`src/inc/bridge_cfg_pkg.sv`:
```
// Constants for the primary-side configuration header of the bridge.
// Assumes configuration cycles present a byte address and active-low byte enables.
package bridge_cfg_pkg;
    localparam int DATA_W = 32;
    localparam int ADDR_W = 8;
    localparam int LANES = 4;
    localparam int BYTE_W = 8;
    // Byte offsets of the registers inside configuration space.
    localparam logic [7:0] OFS_STATUS = 8'h06;
    localparam logic [7:0] OFS_REVISION = 8'h08;
    localparam logic [7:0] OFS_PROG_IF = 8'h09;
    localparam logic [7:0] OFS_SUBCLASS = 8'h0A;
    localparam logic [7:0] OFS_BASECLASS = 8'h0B;
    localparam logic [7:0] OFS_LINE_SIZE = 8'h0C;
    localparam logic [7:0] OFS_TENURE = 8'h0D;
    // Bit positions within the status dword.
    localparam int BIT_CAP_LIST = 20;
    localparam int BIT_FAST_CLOCK = 21;
    localparam int BIT_FAST_B2B = 23;
    localparam int DEVSEL_LSB = 25;
    localparam int FLAG_COUNT = 6;
    localparam int FLAG_DATA_PAR = 0;
    localparam int FLAG_SIG_TABORT = 1;
    localparam int FLAG_RCV_TABORT = 2;
    localparam int FLAG_RCV_MABORT = 3;
    localparam int FLAG_SIG_SERR = 4;
    localparam int FLAG_DET_PAR = 5;
    localparam int FLAG_POS [FLAG_COUNT] = '{24, 27, 28, 29, 30, 31};
    // Fixed field values.
    localparam logic [1:0] DEVSEL_MEDIUM = 2'h1;
    localparam logic [7:0] PROG_IF_CODE = 8'h00;
    localparam logic [7:0] SUBCLASS_CODE = 8'h04;
    localparam logic [7:0] BASECLASS_CODE = 8'h06;
    localparam logic [7:0] LINE_SIZE_MAX = 8'h10;
    localparam logic [7:0] LINE_SIZE_RESET = 8'h00;
    localparam logic [7:0] TENURE_RESET = 8'h00;
    localparam logic [DATA_W-1:0] READ_ZERO = 32'h0000_0000;
    localparam logic [FLAG_COUNT-1:0] FLAGS_RESET = 6'h00;

    function automatic logic [5:0] dword_of(input logic [7:0] ofs);
        return ofs[7:2];
    endfunction

    function automatic logic [1:0] lane_of(input logic [7:0] ofs);
        return ofs[1:0];
    endfunction
endpackage

```
`src/inc/status_evt_if.sv`:
```
// Event, clear and flag vectors passed to the sticky status flag keeper.
// Assumes both ends run on the same primary clock.
`timescale 1ns/1ps
interface status_evt_if;
    import bridge_cfg_pkg::*;
    logic [FLAG_COUNT-1:0] set_evt;
    logic [FLAG_COUNT-1:0] clr_mask;
    logic [FLAG_COUNT-1:0] flags;
    modport source (output set_evt, output clr_mask, input flags);
    modport keeper (input set_evt, input clr_mask, output flags);
endinterface

```
`src/rtl/bridge_primary_config_header.sv`:
```
// Primary-side configuration header of the bridge: status, class, line size, tenure timer.
// Assumes configuration cycles from the primary target logic on the primary clock,
// and event strobes from the primary master and target logic on that clock.
//
// Overview of operation
// - Writing one clears a flag; zero keeps.
// - Status bits 19:16 and 22 read zero.
// - Bit 20 shows capability list presence.
// - Bit 21 follows the fast clock strap.
// - Bit 23 always reads one.
// - Bit 24 set on master parity, when enabled.
// - Bits 26:25 read 01b, medium select.
// - Bit 27 set on target abort signalled.
// - Bit 28 set on target abort received.
// - Bit 29 set on master abort.
// - Bit 30 set when system error driven.
// - Bit 31 set on any detected data or address parity error.
// - Revision byte fixed per silicon revision.
// - Programming interface byte reads zero.
// - Subclass byte reads 04h.
// - Base class byte reads 06h.
// - Line size writable, steers prefetch and bursts.
// - Bad or oversized line size acts as zero.
// - Tenure timer writable, counts clocks from frame.
// - Zero timer releases after first transfer once grant is lost.
// - Parity response enables error signalling outputs.
`timescale 1ns/1ps
module bridge_primary_config_header #(
    parameter logic [7:0] REVISION = 8'h00,
    parameter bit CAP_LIST_PRESENT = 1'b1
) (
    input wire logic CLK_SYS_I,
    input wire logic RESET_N_I,
    input wire logic CFG_RD_I,
    input wire logic CFG_WR_I,
    input wire logic [bridge_cfg_pkg::ADDR_W-1:0] CFG_ADDR_I,
    input wire logic [bridge_cfg_pkg::LANES-1:0] CFG_BE_N_I,
    input wire logic [bridge_cfg_pkg::DATA_W-1:0] CFG_WDATA_I,
    output logic [bridge_cfg_pkg::DATA_W-1:0] CFG_RDATA_O,
    output logic CFG_ACK_O,
    input wire logic FAST_CLOCK_STRAP_I,
    input wire logic PARITY_RESP_EN_I,
    input wire logic MASTER_ACTIVE_I,
    input wire logic PERR_SEEN_I,
    input wire logic DATA_PERR_I,
    input wire logic ADDR_PERR_I,
    input wire logic TGT_ABORT_SENT_I,
    input wire logic TGT_ABORT_RCVD_I,
    input wire logic MST_ABORT_I,
    input wire logic FRAME_START_I,
    input wire logic GRANT_I,
    input wire logic MWI_I,
    input wire logic DATA_DONE_I,
    input wire logic LINE_BOUNDARY_I,
    output logic PERR_REQ_O,
    output logic SERR_REQ_O,
    output logic [bridge_cfg_pkg::BYTE_W-1:0] LINE_SIZE_EFF_O,
    output logic TENURE_EXPIRED_O,
    output logic BURST_STOP_O
);
    import bridge_cfg_pkg::*;

    status_evt_if flag_bus ();

    logic strap_s1_reg;
    logic strap_s2_reg;
    logic [7:0] line_size_reg;
    logic [7:0] line_size_next;
    logic [7:0] tenure_reg;
    logic [7:0] tenure_next;
    logic perr_req_reg;
    logic serr_req_reg;
    logic [DATA_W-1:0] rdata_reg;
    logic [DATA_W-1:0] rdata_next;
    logic ack_reg;

    // Decode of configuration cycles.
    logic [5:0] cfg_dword;
    logic hit_status;
    logic hit_class;
    logic hit_misc;
    logic wr_status_hi;
    logic wr_line_size;
    logic wr_tenure;
    logic line_size_ok;
    logic [DATA_W-1:0] status_word;
    logic [DATA_W-1:0] class_word;
    logic [DATA_W-1:0] misc_word;
    logic [FLAG_COUNT-1:0] flag_bits;

    assign cfg_dword = CFG_ADDR_I[7:2];
    assign hit_status = cfg_dword == dword_of(OFS_STATUS);
    assign hit_class = cfg_dword == dword_of(OFS_REVISION);
    assign hit_misc = cfg_dword == dword_of(OFS_LINE_SIZE);
    // Every W1C flag lives in the top byte lane of the status dword.
    assign wr_status_hi = CFG_WR_I && hit_status && !CFG_BE_N_I[FLAG_POS[0] / BYTE_W];
    assign wr_line_size = CFG_WR_I && hit_misc && !CFG_BE_N_I[lane_of(OFS_LINE_SIZE)];
    assign wr_tenure = CFG_WR_I && hit_misc && !CFG_BE_N_I[lane_of(OFS_TENURE)];

    // The strap is a pin, so it is synchronised before anything looks at it.
    always_ff @(posedge CLK_SYS_I or negedge RESET_N_I) begin
        if (!RESET_N_I) begin
            strap_s1_reg <= 1'b0;
            strap_s2_reg <= 1'b0;
        end else begin
            strap_s1_reg <= FAST_CLOCK_STRAP_I;
            strap_s2_reg <= strap_s1_reg;
        end
    end

    // Hardware events feeding the sticky flags, and write-one clears.
    assign flag_bus.set_evt[FLAG_DATA_PAR] = MASTER_ACTIVE_I && PARITY_RESP_EN_I &&
                                             (PERR_SEEN_I || DATA_PERR_I);
    assign flag_bus.set_evt[FLAG_SIG_TABORT] = TGT_ABORT_SENT_I;
    assign flag_bus.set_evt[FLAG_RCV_TABORT] = MASTER_ACTIVE_I && TGT_ABORT_RCVD_I;
    assign flag_bus.set_evt[FLAG_RCV_MABORT] = MASTER_ACTIVE_I && MST_ABORT_I;
    assign flag_bus.set_evt[FLAG_SIG_SERR] = serr_req_reg;
    // Detection is recorded even when reporting is disabled.
    assign flag_bus.set_evt[FLAG_DET_PAR] = DATA_PERR_I || ADDR_PERR_I;

    genvar gi;
    generate
        for (gi = 0; gi < FLAG_COUNT; gi++) begin : g_clr
            assign flag_bus.clr_mask[gi] = wr_status_hi && CFG_WDATA_I[FLAG_POS[gi]];
        end
    endgenerate

    status_flags u_status_flags (
        .clk_i(CLK_SYS_I),
        .reset_n_i(RESET_N_I),
        .evt_bus(flag_bus.keeper)
    );

    assign flag_bits = flag_bus.flags;

    // Error signalling requests are gated by the parity response enable.
    always_ff @(posedge CLK_SYS_I or negedge RESET_N_I) begin
        if (!RESET_N_I) begin
            perr_req_reg <= 1'b0;
            serr_req_reg <= 1'b0;
        end else begin
            perr_req_reg <= PARITY_RESP_EN_I && DATA_PERR_I;
            serr_req_reg <= PARITY_RESP_EN_I && ADDR_PERR_I;
        end
    end

    // Writable line size and tenure timer bytes.
    assign line_size_next = wr_line_size ? CFG_WDATA_I[lane_of(OFS_LINE_SIZE) * BYTE_W +: BYTE_W]
                                         : line_size_reg;
    assign tenure_next = wr_tenure ? CFG_WDATA_I[lane_of(OFS_TENURE) * BYTE_W +: BYTE_W]
                                   : tenure_reg;

    always_ff @(posedge CLK_SYS_I or negedge RESET_N_I) begin
        if (!RESET_N_I) begin
            line_size_reg <= LINE_SIZE_RESET;
            tenure_reg <= TENURE_RESET;
        end else begin
            line_size_reg <= line_size_next;
            tenure_reg <= tenure_next;
        end
    end

    // Software may write anything; only powers of two up to the limit take effect.
    assign line_size_ok = (line_size_reg & (line_size_reg - 8'h01)) == 8'h00 &&
                          line_size_reg <= LINE_SIZE_MAX;
    assign LINE_SIZE_EFF_O = line_size_ok ? line_size_reg : 8'h00;

    tenure_timer #(
        .WIDTH(BYTE_W)
    ) u_tenure_timer (
        .clk_i(CLK_SYS_I),
        .reset_n_i(RESET_N_I),
        .timer_value_i(tenure_reg),
        .frame_start_i(FRAME_START_I),
        .master_active_i(MASTER_ACTIVE_I),
        .grant_i(GRANT_I),
        .mwi_i(MWI_I),
        .data_done_i(DATA_DONE_I),
        .line_boundary_i(LINE_BOUNDARY_I),
        .expired_o(TENURE_EXPIRED_O),
        .stop_o(BURST_STOP_O)
    );

    // Read images of the three mapped dwords; the command half reads zero here.
    always_comb begin
        status_word = READ_ZERO;
        status_word[BIT_CAP_LIST] = CAP_LIST_PRESENT;
        status_word[BIT_FAST_CLOCK] = strap_s2_reg;
        status_word[BIT_FAST_B2B] = 1'b1;
        status_word[DEVSEL_LSB +: 2] = DEVSEL_MEDIUM;
        for (int i = 0; i < FLAG_COUNT; i++) begin
            status_word[FLAG_POS[i]] = flag_bits[i];
        end
    end

    assign class_word = {BASECLASS_CODE, SUBCLASS_CODE, PROG_IF_CODE, REVISION};
    assign misc_word = {16'h0000, tenure_reg, line_size_reg};

    assign rdata_next = hit_status ? status_word :
                        hit_class ? class_word :
                        hit_misc ? misc_word : READ_ZERO;

    // Answers are registered and come one clock after the request.
    always_ff @(posedge CLK_SYS_I or negedge RESET_N_I) begin
        if (!RESET_N_I) begin
            rdata_reg <= READ_ZERO;
            ack_reg <= 1'b0;
        end else begin
            rdata_reg <= CFG_RD_I ? rdata_next : rdata_reg;
            ack_reg <= CFG_RD_I || CFG_WR_I;
        end
    end

    assign CFG_RDATA_O = rdata_reg;
    assign CFG_ACK_O = ack_reg;
    assign PERR_REQ_O = perr_req_reg;
    assign SERR_REQ_O = serr_req_reg;
endmodule

```
`src/rtl/status_flags.sv`:
```
// Sticky status flags, set by hardware events and cleared by writing one.
// Assumes events and clears arrive as one-cycle pulses on the primary clock.
`timescale 1ns/1ps
module status_flags (
    input wire logic clk_i,
    input wire logic reset_n_i,
    status_evt_if.keeper evt_bus
);
    import bridge_cfg_pkg::*;

    logic [FLAG_COUNT-1:0] flag_reg;
    logic [FLAG_COUNT-1:0] flag_next;

    // An event in the cycle of its clear keeps the flag set.
    assign flag_next = (flag_reg & ~evt_bus.clr_mask) | evt_bus.set_evt;
    assign evt_bus.flags = flag_reg;

    genvar gi;
    generate
        for (gi = 0; gi < FLAG_COUNT; gi++) begin : g_flag
            always_ff @(posedge clk_i or negedge reset_n_i) begin
                if (!reset_n_i) begin
                    flag_reg[gi] <= 1'b0;
                end else begin
                    flag_reg[gi] <= flag_next[gi];
                end
            end
        end
    endgenerate
endmodule

```
`src/rtl/tenure_timer.sv`:
```
// Primary master tenure timer and the end-of-burst decision it drives.
// Assumes the master logic pulses frame start and marks data and line boundaries.
`timescale 1ns/1ps
module tenure_timer #(
    parameter int WIDTH = 8
) (
    input wire logic clk_i,
    input wire logic reset_n_i,
    input wire logic [WIDTH-1:0] timer_value_i,
    input wire logic frame_start_i,
    input wire logic master_active_i,
    input wire logic grant_i,
    input wire logic mwi_i,
    input wire logic data_done_i,
    input wire logic line_boundary_i,
    output logic expired_o,
    output logic stop_o
);
    logic [WIDTH-1:0] count_reg;
    logic [WIDTH-1:0] count_next;
    logic [WIDTH-1:0] count_now;
    logic at_boundary;

    // The count starts at frame start, one step per clock.
    assign count_now = frame_start_i ? timer_value_i : count_reg;
    assign count_next = (master_active_i && count_now != '0) ? count_now - 1'b1 : count_now;
    // A zero setting counts as expired at once, so the first transfer after grant loss ends it.
    assign expired_o = master_active_i && (count_now == '0);
    // Memory write and invalidate runs on to the line boundary.
    assign at_boundary = mwi_i ? line_boundary_i : data_done_i;
    assign stop_o = expired_o && !grant_i && at_boundary;

    always_ff @(posedge clk_i or negedge reset_n_i) begin
        if (!reset_n_i) begin
            count_reg <= '0;
        end else begin
            count_reg <= count_next;
        end
    end
endmodule

```
`config.mk`:
```
export PLATFORM = sky130hd
export DESIGN_NAME = bridge_primary_config_header
export DESIGN_NICKNAME = d
export VERILOG_FILES = /design/src/inc/bridge_cfg_pkg.sv /design/src/inc/status_evt_if.sv /design/src/rtl/bridge_primary_config_header.sv /design/src/rtl/status_flags.sv /design/src/rtl/tenure_timer.sv
export SDC_FILE = /design/constraint.sdc
export NUM_CORES = 1
export LEC_CHECK = 0
export BUFFER_PORTS_ARGS = -buffer_cell sky130_fd_sc_hd__buf_2
export CORE_MARGIN = 2
export CORE_UTILIZATION = 52
export CTS_CLUSTER_DIAMETER = 200
export DETAILED_ROUTE_END_ITERATION = 8
export GPL_TIMING_DRIVEN = 1
export PLACE_DENSITY = 0.85
export RECOVER_POWER = 25
export SLEW_MARGIN = 20
export SYNTH_ARGS = -nofsm -noshare
export SYNTH_HDL_FRONTEND = slang
export SYNTH_SLANG_ARGS = --single-unit
```
`constraint.sdc`:
```
create_clock -name CLK_SYS_I -period 3.2 [get_ports CLK_SYS_I]
set_input_delay 0.64 -clock CLK_SYS_I [delete_from_list [all_inputs] [get_ports CLK_SYS_I]]
set_output_delay 0.64 -clock CLK_SYS_I [all_outputs]
set_load 0.01 [all_outputs]
```
==> impl_metrics.yaml, run 1 <==
status:
  status: "finished with violations"
  violations: "max-capacitance violations, max-slew violations"
yosys:
  ys_seq_area_frac: 0.575
  ys_seq_elements: 61
  synth_compound_area_frac: 0.136
  yosys.area_share.xor_xnor: 0.0231
  syn_avg_cell_area_um2: 12.9
  synth-edff-count: 0
  synth_top_flop_cell: "dfrtp_1"
  synthDistinctLibCells: 41
  synthMuxAreaShare: 0.106
  yosys.area_share.adder: 0.0132
  syn-cell-area_um2: 2660
  synthArstFlopShare: 1.00
  synth_warnings: 0
  synth-simple-area-share: 0.108
  syn_inst: 206
  synth_top_family_by_area: "compound AO/OA/AOI/OAI gates"
timing:
  finClkSkew_ns: 0.00883
  worst_pin_slew_ns: 1.54
  slew_headroom: -0.0279
  finalSetupTns_ns: 0
  finalCriticalPeriod_ns: 2.80
  max_freq_mhz: 357
  setup_viol: 0
  hold_viol_final: 0
  grt_setup_unrepaired: "false"
  slew_viol_final: 31
  period_share: 0.876
grt:
  grt_antenna_before_repair: 0
  grtUsageTotal: 0.200
  grt_pass1_wl_mm: 8.41
  grt_pass1_vias: 1856
  gr-total-overflow: 0
  grt_max_degree: 31
clock_tree:
  ctsHoldBuffers: 0
  clk_latency_ns: 0.33
  cts_inserted_buffers: 9
  cts.clk_slew.worst_paths_ns: 0.07
  ctsResizeCount: 0
  cts_max_level: 3
  clockBufferDepth: 2
  root_buffer: "clkbuf_8"
  cts_tree: "built"
  cts.sinks: 61
  postCtsSetupRepairBufs: 0
routing:
  dr.pass1.iters: 4
  first_iter_violations: 86
  vias: 1960
  routed_wirelength_mm: 5.47
  ant_nets: 0
  via_per_inst: 5.27
  drc_errors: 0
  post_drt_wl_per_cell_um: 14.7
critical_path:
  cp.arrival_ns: 2.16
  critical_path.max_fanout: 16
  cp-end-kind: "output port"
  critPathRequiredTime_ns: 2.56
  start_kind: "primary input"
  r2r_setup_slack_ns: 1.37
  setup.worst_path.class: "primary input to output port"
floorplanning:
  die_w_um: 75.5
  ios: 107
  initial_core_util: 0.530
  rows: 26
  dieHeight_um: 75.5
  core_area_um2: 5010
  die-area_um2: 5690
layout:
  n_antenna_cell: 0
  fin_cells: 372
  drive_gt1_frac: 0.401
  largest_register_ff_count: 26
  nets: 361
  layout_commonest_cell: "buf_2"
  final_cell_mix: "83 x buf_2, 61 x dfrtp_1, 25 x a22o_1"
  fin_area_um2: 3290
  area_growth_pct: 23.8
placed_design:
  place_area_um2: 3130
  post-place-cells: 356
  io_buffers: 86
  dpl.hpwl_mm: 4.05
  place.gp.congestion: 0.760
power:
  ir_drop_v: 0.000391
  power_leakage_nw: 1.73
  p_per_area_nw_per_um2: 533
job:
  maxCapViolCount: 1
worst_hold_path:
  hp-class: "primary input to async pin"
==> area by class of cell <==
| class | count | area (µm²) |
|---|---|---|
| clock buffer | 12 | 145 |
| inverter | 1 | 3.75 |
| tap | 70 | 87.6 |
| fill | 439 | 1720 |
| multi-input combinational | 134 | 1050 |
| timing repair buffer | 90 | 449 |
| sequential | 61 | 1530 |
| clock inverter | 4 | 23.8 |
==> cells by family (layout without fill, tap and decap cells) <==
group           count (synthesis)  in the layout
buf+inv                        17            107
compound gates                 44             44
flops                          61             61
xor+xnor                        7              7
mux                            26             26
simple gates                   47             47
other cells                     1              7
fa+ha+maj                       3              3
==> final timing paths <==
kind                               start                               to  cells after the start
setup / recovery           FRAME_START_I                     BURST_STOP_O                      7
hold / removal                 RESET_N_I                   CFG_RDATA_O[1]                      1
setup reg to reg           tenure_reg[4]      u_tenure_timer.count_reg[1]                      4
hold reg to reg             strap_s1_reg                     strap_s2_reg                      0
max in group asynchronous      RESET_N_I  u_status_flags.evt_bus.flags[3]                      2
min in group CLK_SYS_I      strap_s1_reg                     strap_s2_reg                      0
==> report_power, final <==
part | total [mW] | switching [mW] | internal (mW) | leakage [nW]
Sequential | 0.885 | 0.0478 | 0.837 | 0.795
Combinational | 0.277 | 0.152 | 0.125 | 0.840
Clock | 0.589 | 0.289 | 0.300 | 0.0901
Total | 1.75 | 0.489 | 1.26 | 1.73
==> synthesized netlist by cell type (3+ instances only) <==
cell type	instances	area [µm²]
nor3_1	6	30.0
and2_1	6	37.5
mux2i_1	10	100
o211ai_1	3	22.5
dfrtp_1	61	1530
and3_1	3	18.8
mux2_2	16	180
a21o_1	5	37.5
a22o_1	25	219
nand2_1	7	26.3
buf_2	3	15.0
nor4_1	3	18.8
nor2_1	7	26.3
xor2_1	6	52.6
buf_4	9	67.6
clkbuf_1	4	15.0
==> metrics by stage <==
stage	setup WS [ns]	hold WS, ns	utilization	power (mW)
floorplan	0.578	0.331	-	1.08
global placement	0.462	0.333	0.624	1.16
CTS	0.407	0.175	0.658	1.77
detailed placement	0.412	0.364	0.624	1.18
global route	0.232	0.362	0.656	1.84
finish	0.396	0.312	0.656	1.75
==> per-layer routing <==
metal	vias to the layer above	track usage	share of wire	wire, µm
met4	0	0.0897	0.018	97
met5	-	0	0	0
met1	966	0.259	0.44	2390
li1	925	-	-	-
met2	62	0.319	0.49	2680
met3	7	0.0516	0.056	308
==> worst max-delay path, cell delays in order <==
cell and delay, ns:
buf_2 0.30, mux2i_1 0.37, ha_1 0.21, o21ai_1 0.18, nor2_1 0.18, and3_1 0.16, buf_2 0.12
(Power assumes the default switching activity.)
==> inputs of run 2 (changes only) <==
==> constraint.sdc (replaced) <==
create_clock -name CLK_SYS_I -period 3.2 [get_ports CLK_SYS_I]
set_input_delay 0.8 -clock CLK_SYS_I [delete_from_list [all_inputs] [get_ports CLK_SYS_I]]
set_output_delay 0.8 -clock CLK_SYS_I [all_outputs]
set_load 0.01 [all_outputs]
==> run 2 against run 1 <==
  * The run now ends clean
  * Fmax fell by 5.8%
  * Count of clock-buffer cells in the layout did not move
  * Non-clock buffer count rose by 1
  * Sequential power barely moved
  * Routed wire length rose by 1.6%
  * Clock skew rose by 0.0013 ns
  * Combinational power rose by 6%
  * Final cell count rose by 0.27%
  * Critical path type unchanged
  * Largest power group unchanged
==> impl_metrics.yaml, run 2 (same netlist as run 1, synthesis figures left out) <==
critical_path:
  crit_slowest_cell: "mux2i_1"
  cp-end-kind: "output port"
  critical_path_depth: 7
  worstPathBufferInverterCount: 2
  cpLargestDelayFamily: "buffers and inverters"
  setup.worst_path.class: "primary input to output port"
  cp.arrival_ns: 2.18
  critPathRequiredTime_ns: 2.40
  critical_path.max_fanout: 16
  path_common_cell: "buf_2"
  critPathMaxStageDelay_ns: 0.36
  r2r_cells: 6
  crit_chain: "buf_2 -> mux2i_1 -> ha_1 -> o21ai_1 -> nor2_1 -> and3_1 -> buf_2"
  start_kind: "primary input"
timing:
  finClkSkew_ns: 0.0102
  max_freq_mhz: 336
  hold_viol_final: 0
  period_share: 0.930
  slew_viol_final: 0
  grt_setup_unrepaired: "false"
  finalSetupTns_ns: 0
  setup_viol: 0
  worst_pin_slew_ns: 1.43
  finalCriticalPeriod_ns: 2.98
  slew_headroom: 0.0448
power:
  p_switching_uw: 497
  clockPowerShare: 0.413
  p_comb_frac: 0.146
  p_int_mw: 1.51
  p_per_area_nw_per_um2: 596
  ir_drop_v: 0.000360
  p_seq_frac: 0.442
  power_leakage_nw: 1.78
  netSwitchingFraction: 0.247
routing:
  via_per_inst: 5.28
  routed_wirelength_mm: 5.56
  ant_nets: 0
  first_iter_violations: 102
  dr.pass1.iters: 4
  vias: 1970
  post_drt_wl_per_cell_um: 14.9
  drc_errors: 0
worst_hold_path:
  hp-class: "flop to flop"
  hold_depth: 0
grt:
  grtUsageTotal: 0.210
  grt_pass1_vias: 1973
  gr-total-overflow: 0
  grt_antenna_before_repair: 0
  grt_max_degree: 62
  grt_pass1_wl_mm: 8.82
placed_design:
  post-place-cells: 357
  io_buffers: 86
  place.gp.congestion: 0.762
  dpl.hpwl_mm: 4.03
floorplanning:
  die_w_um: 75.5
  core_area_um2: 5010
  rows: 26
  die-area_um2: 5690
  dieHeight_um: 75.5
  initial_core_util: 0.530
  ios: 107
clock_tree:
  ctsHoldBuffers: 0
  cts.clk_slew.worst_paths_ns: 0.06
  clockBufferDepth: 2
  cts_max_level: 3
  root_buffer: "clkbuf_8"
  postCtsSetupRepairBufs: 0
  cts_inserted_buffers: 9
  clk_latency_ns: 0.33
  cts_tree: "built"
  ctsResizeCount: 0
  cts.sinks: 61
layout:
  nets: 362
  largest_register_ff_count: 26
  area_growth_pct: 27.1
  layout_commonest_cell: "buf_2"
  fin_cells: 373
  n_antenna_cell: 0
  drive_gt1_frac: 0.419
  final_cell_mix: "86 x buf_2, 61 x dfrtp_1, 25 x a22o_1"
job:
  maxCapViolCount: 0
status:
  status: "finished, final reports clean"
-- run 2: layer usage --
| layer | GRT usage | up-vias | routed length (µm) |
|---|---|---|---|
| met2 | 0.347 | 64 | 2800 |
| met4 | 0.0702 | 0 | 34 |
| li1 | - | 931 | - |
| met5 | 0 | - | 0 |
| met3 | 0.0688 | 5 | 355 |
| met1 | 0.261 | 970 | 2370 |
-- run 2: power groups by stage --
| stage | Sequential, mW | Clock (mW) | Combinational (mW) |
|---|---|---|---|
| 5_1_grt | 0.894 | 0.873 | 0.334 |
| 2_1_floorplan | 0.887 | 0 | 0.192 |
| 3_3_place_gp | 0.896 | 0 | 0.284 |
| 4_1_cts | 0.887 | 0.841 | 0.298 |
| 3_5_place_dp | 0.900 | 0 | 0.297 |
| 6_report | 0.888 | 0.829 | 0.293 |
-- run 2: final timing paths --
kind                                from  slack (ns)                          end
max                        FRAME_START_I        0.22                 BURST_STOP_O
max reg2reg                tenure_reg[0]        1.37  u_tenure_timer.count_reg[1]
min in group asynchronous      RESET_N_I        0.89               CFG_RDATA_O[2]
min                         strap_s1_reg        0.36                 strap_s2_reg
max in group asynchronous      RESET_N_I        1.45              CFG_RDATA_O[21]
min reg2reg                 strap_s1_reg        0.36                 strap_s2_reg
-- run 2: metrics by stage --
stage	util	total power [mW]	instance area, µm²	setup WS, ns	hold WS (ns)
floorplan	-	1.08	2680	0.258	0.331
global placement	0.628	1.18	3150	0.265	0.334
detailed placement	0.628	1.20	3150	0.213	0.353
CTS	0.676	2.03	3390	0.203	0.364
global route	0.673	2.10	3370	0.0898	0.364
finish	0.673	2.01	3370	0.223	0.357
-- run 2: final cells by class --
class	count	area, µm²
inverters	1	3.75
clock inverters	4	95.1
repair buffers	91	465
multi-input cells	134	1050
clock buffers	12	145
fillers	415	1640
well taps	70	87.6
flip-flops and latches	61	1530
==> inputs of run 3 (changes only) <==
- CORE_MARGIN: 2 -> default
==> run 3 against run 2 <==
  * Via count shrank 0.91%
  * Sequential share of layout area grew 1.2 points
  * Total power shrank 14%
  * Non-clock buffer count unchanged
  * Final cell count down 1.1%
  * Critical endpoint unchanged
  * Critical path type unchanged
  * Routed wire length down 3.7%
  * Clock skew shrank 0.0050 ns
  * Highest routed layer unchanged
==> impl_metrics.yaml, run 3 (same netlist as run 1, synthesis figures left out) <==
status:
  status: "finished, final reports clean"
power:
  power_leakage_nw: 1.73
  ir_drop_v: 0.000331
  p_total_mw: 1.73
  p_per_area_nw_per_um2: 528
routing:
  vias: 1952
  routed_wirelength_mm: 5.35
  drc_errors: 0
  ant_nets: 0
  via_per_inst: 5.29
  post_drt_wl_per_cell_um: 14.5
  first_iter_violations: 104
  dr.pass1.iters: 4
grt:
  gr-total-overflow: 0
  grt_pass1_vias: 1836
  grt_pass1_wl_mm: 8.52
  grtUsageTotal: 0.215
  grt_antenna_before_repair: 0
  grt_max_degree: 62
worst_hold_path:
  hp-class: "flop to flop"
  hold_depth: 0
timing:
  setup_ws_ns: 0.192
  finClkSkew_ns: 0.00515
  setup_viol: 0
  finalCriticalPeriod_ns: 3.01
  hold_viol_final: 0
  grt_setup_unrepaired: "false"
  worst_pin_slew_ns: 1.41
  max_freq_mhz: 332
  slew_viol_final: 0
  finalSetupTns_ns: 0
  period_share: 0.940
  slew_headroom: 0.0571
floorplanning:
  die_w_um: 73.5
  die-area_um2: 5400
  core_area_um2: 4820
  rows: 25
  initial_core_util: 0.551
  dieHeight_um: 73.5
  ios: 107
critical_path:
  cp-startpoint: "FRAME_START_I"
  setup.worst_path.end: "BURST_STOP_O"
  critical_path.max_fanout: 16
  setup.worst_path.class: "primary input to output port"
  cp.arrival_ns: 2.21
  r2r_start: "tenure_reg[0]"
  start_kind: "primary input"
  rr_endpoint: "u_tenure_timer.count_reg[1]"
  r2r_setup_slack_ns: 1.39
  critPathRequiredTime_ns: 2.40
  cp-end-kind: "output port"
  r2r_cells: 6
clock_tree:
  clk_latency_ns: 0.32
  ctsResizeCount: 0
  ctsHoldBuffers: 0
  postCtsSetupRepairBufs: 0
  cts_inserted_buffers: 9
  cts_max_level: 3
  cts.clk_slew.worst_paths_ns: 0.06
  cts.sinks: 61
  cts_tree: "built"
  root_buffer: "clkbuf_8"
  clockBufferDepth: 2
layout:
  layout_commonest_cell: "buf_2"
  area_growth_pct: 23.8
  fin_cells: 369
  fin_area_um2: 3290
  fillers: 389
  largest_register_ff_count: 26
  nets: 362
  n_antenna_cell: 0
  drive_gt1_frac: 0.411
  final_cell_mix: "85 x buf_2, 61 x dfrtp_1, 25 x a22o_1"
placed_design:
  dpl.hpwl_mm: 3.91
  io_buffers: 86
  place_area_um2: 3130
  post-place-cells: 354
  place.gp.congestion: 0.777
  pre_cts_ws_ns: 0.169
job:
  maxCapViolCount: 0
[run 3: cell types whose count changed in the layout (fill, tap and decap cells not counted)]
| cell | change |
|---|---|
| bufinv_16 | -3 |
| clkbuf_1 | +2 |
| and2_0 | +1 |
| and2_1 | -1 |
| clkinv_2 | +1 |
| buf_2 | -1 |
[run 3: layout make-up]
cell class / count / area (µm²) / share of cell area
clock inverters: 2 / 10.0 / 0.00305
inverters: 1 / 3.75 / 0.00114
flip-flops and latches: 61 / 1530 / 0.464
repair buffers: 91 / 464 / 0.141
clock buffers: 13 / 149 / 0.0453
multi-input cells: 134 / 1050 / 0.319
well taps: 67 / 83.8 / 0.0255
[run 3: per-layer routing]
metal | global-route usage | vias up | wire length [µm] | part of all wire
met3 | 0.0686 | 4 | 376 | 0.070
met2 | 0.337 | 77 | 2690 | 0.50
met5 | 0 | - | 0 | 0
met1 | 0.278 | 942 | 2240 | 0.42
li1 | - | 929 | - | -
met4 | 0.0833 | 0 | 44 | 0.0082
[run 3: worst min path at each step]
stage | from | endpoint
2_1_floorplan | strap_s1_reg | strap_s2_reg
3_3_place_gp | strap_s1_reg | strap_s2_reg
3_5_place_dp | strap_s1_reg | strap_s2_reg
4_1_cts | strap_s1_reg | strap_s2_reg
5_1_grt | strap_s1_reg | strap_s2_reg
6_report | strap_s1_reg | strap_s2_reg
[run 3: stage by stage]
step / utilization / hold slack (ns)
finish: 0.682 / 0.352
detailed placement: 0.650 / 0.340
CTS: 0.683 / 0.354
global route: 0.682 / 0.361
floorplan: - / 0.331
global placement: 0.650 / 0.334
[run 3: worst max-delay path, stage by stage]
cell and delay [ns]:
buf_2 0.29, mux2i_1 0.38, ha_1 0.22, o21ai_1 0.08, nor2_1 0.15, and3_1 0.16, buf_2 0.12
[run 3: where the power goes]
part	total [mW]	switching [mW]	internal [mW]
clock	0.556	0.260	0.296
sequential	0.887	0.0492	0.838
combinational	0.292	0.155	0.137
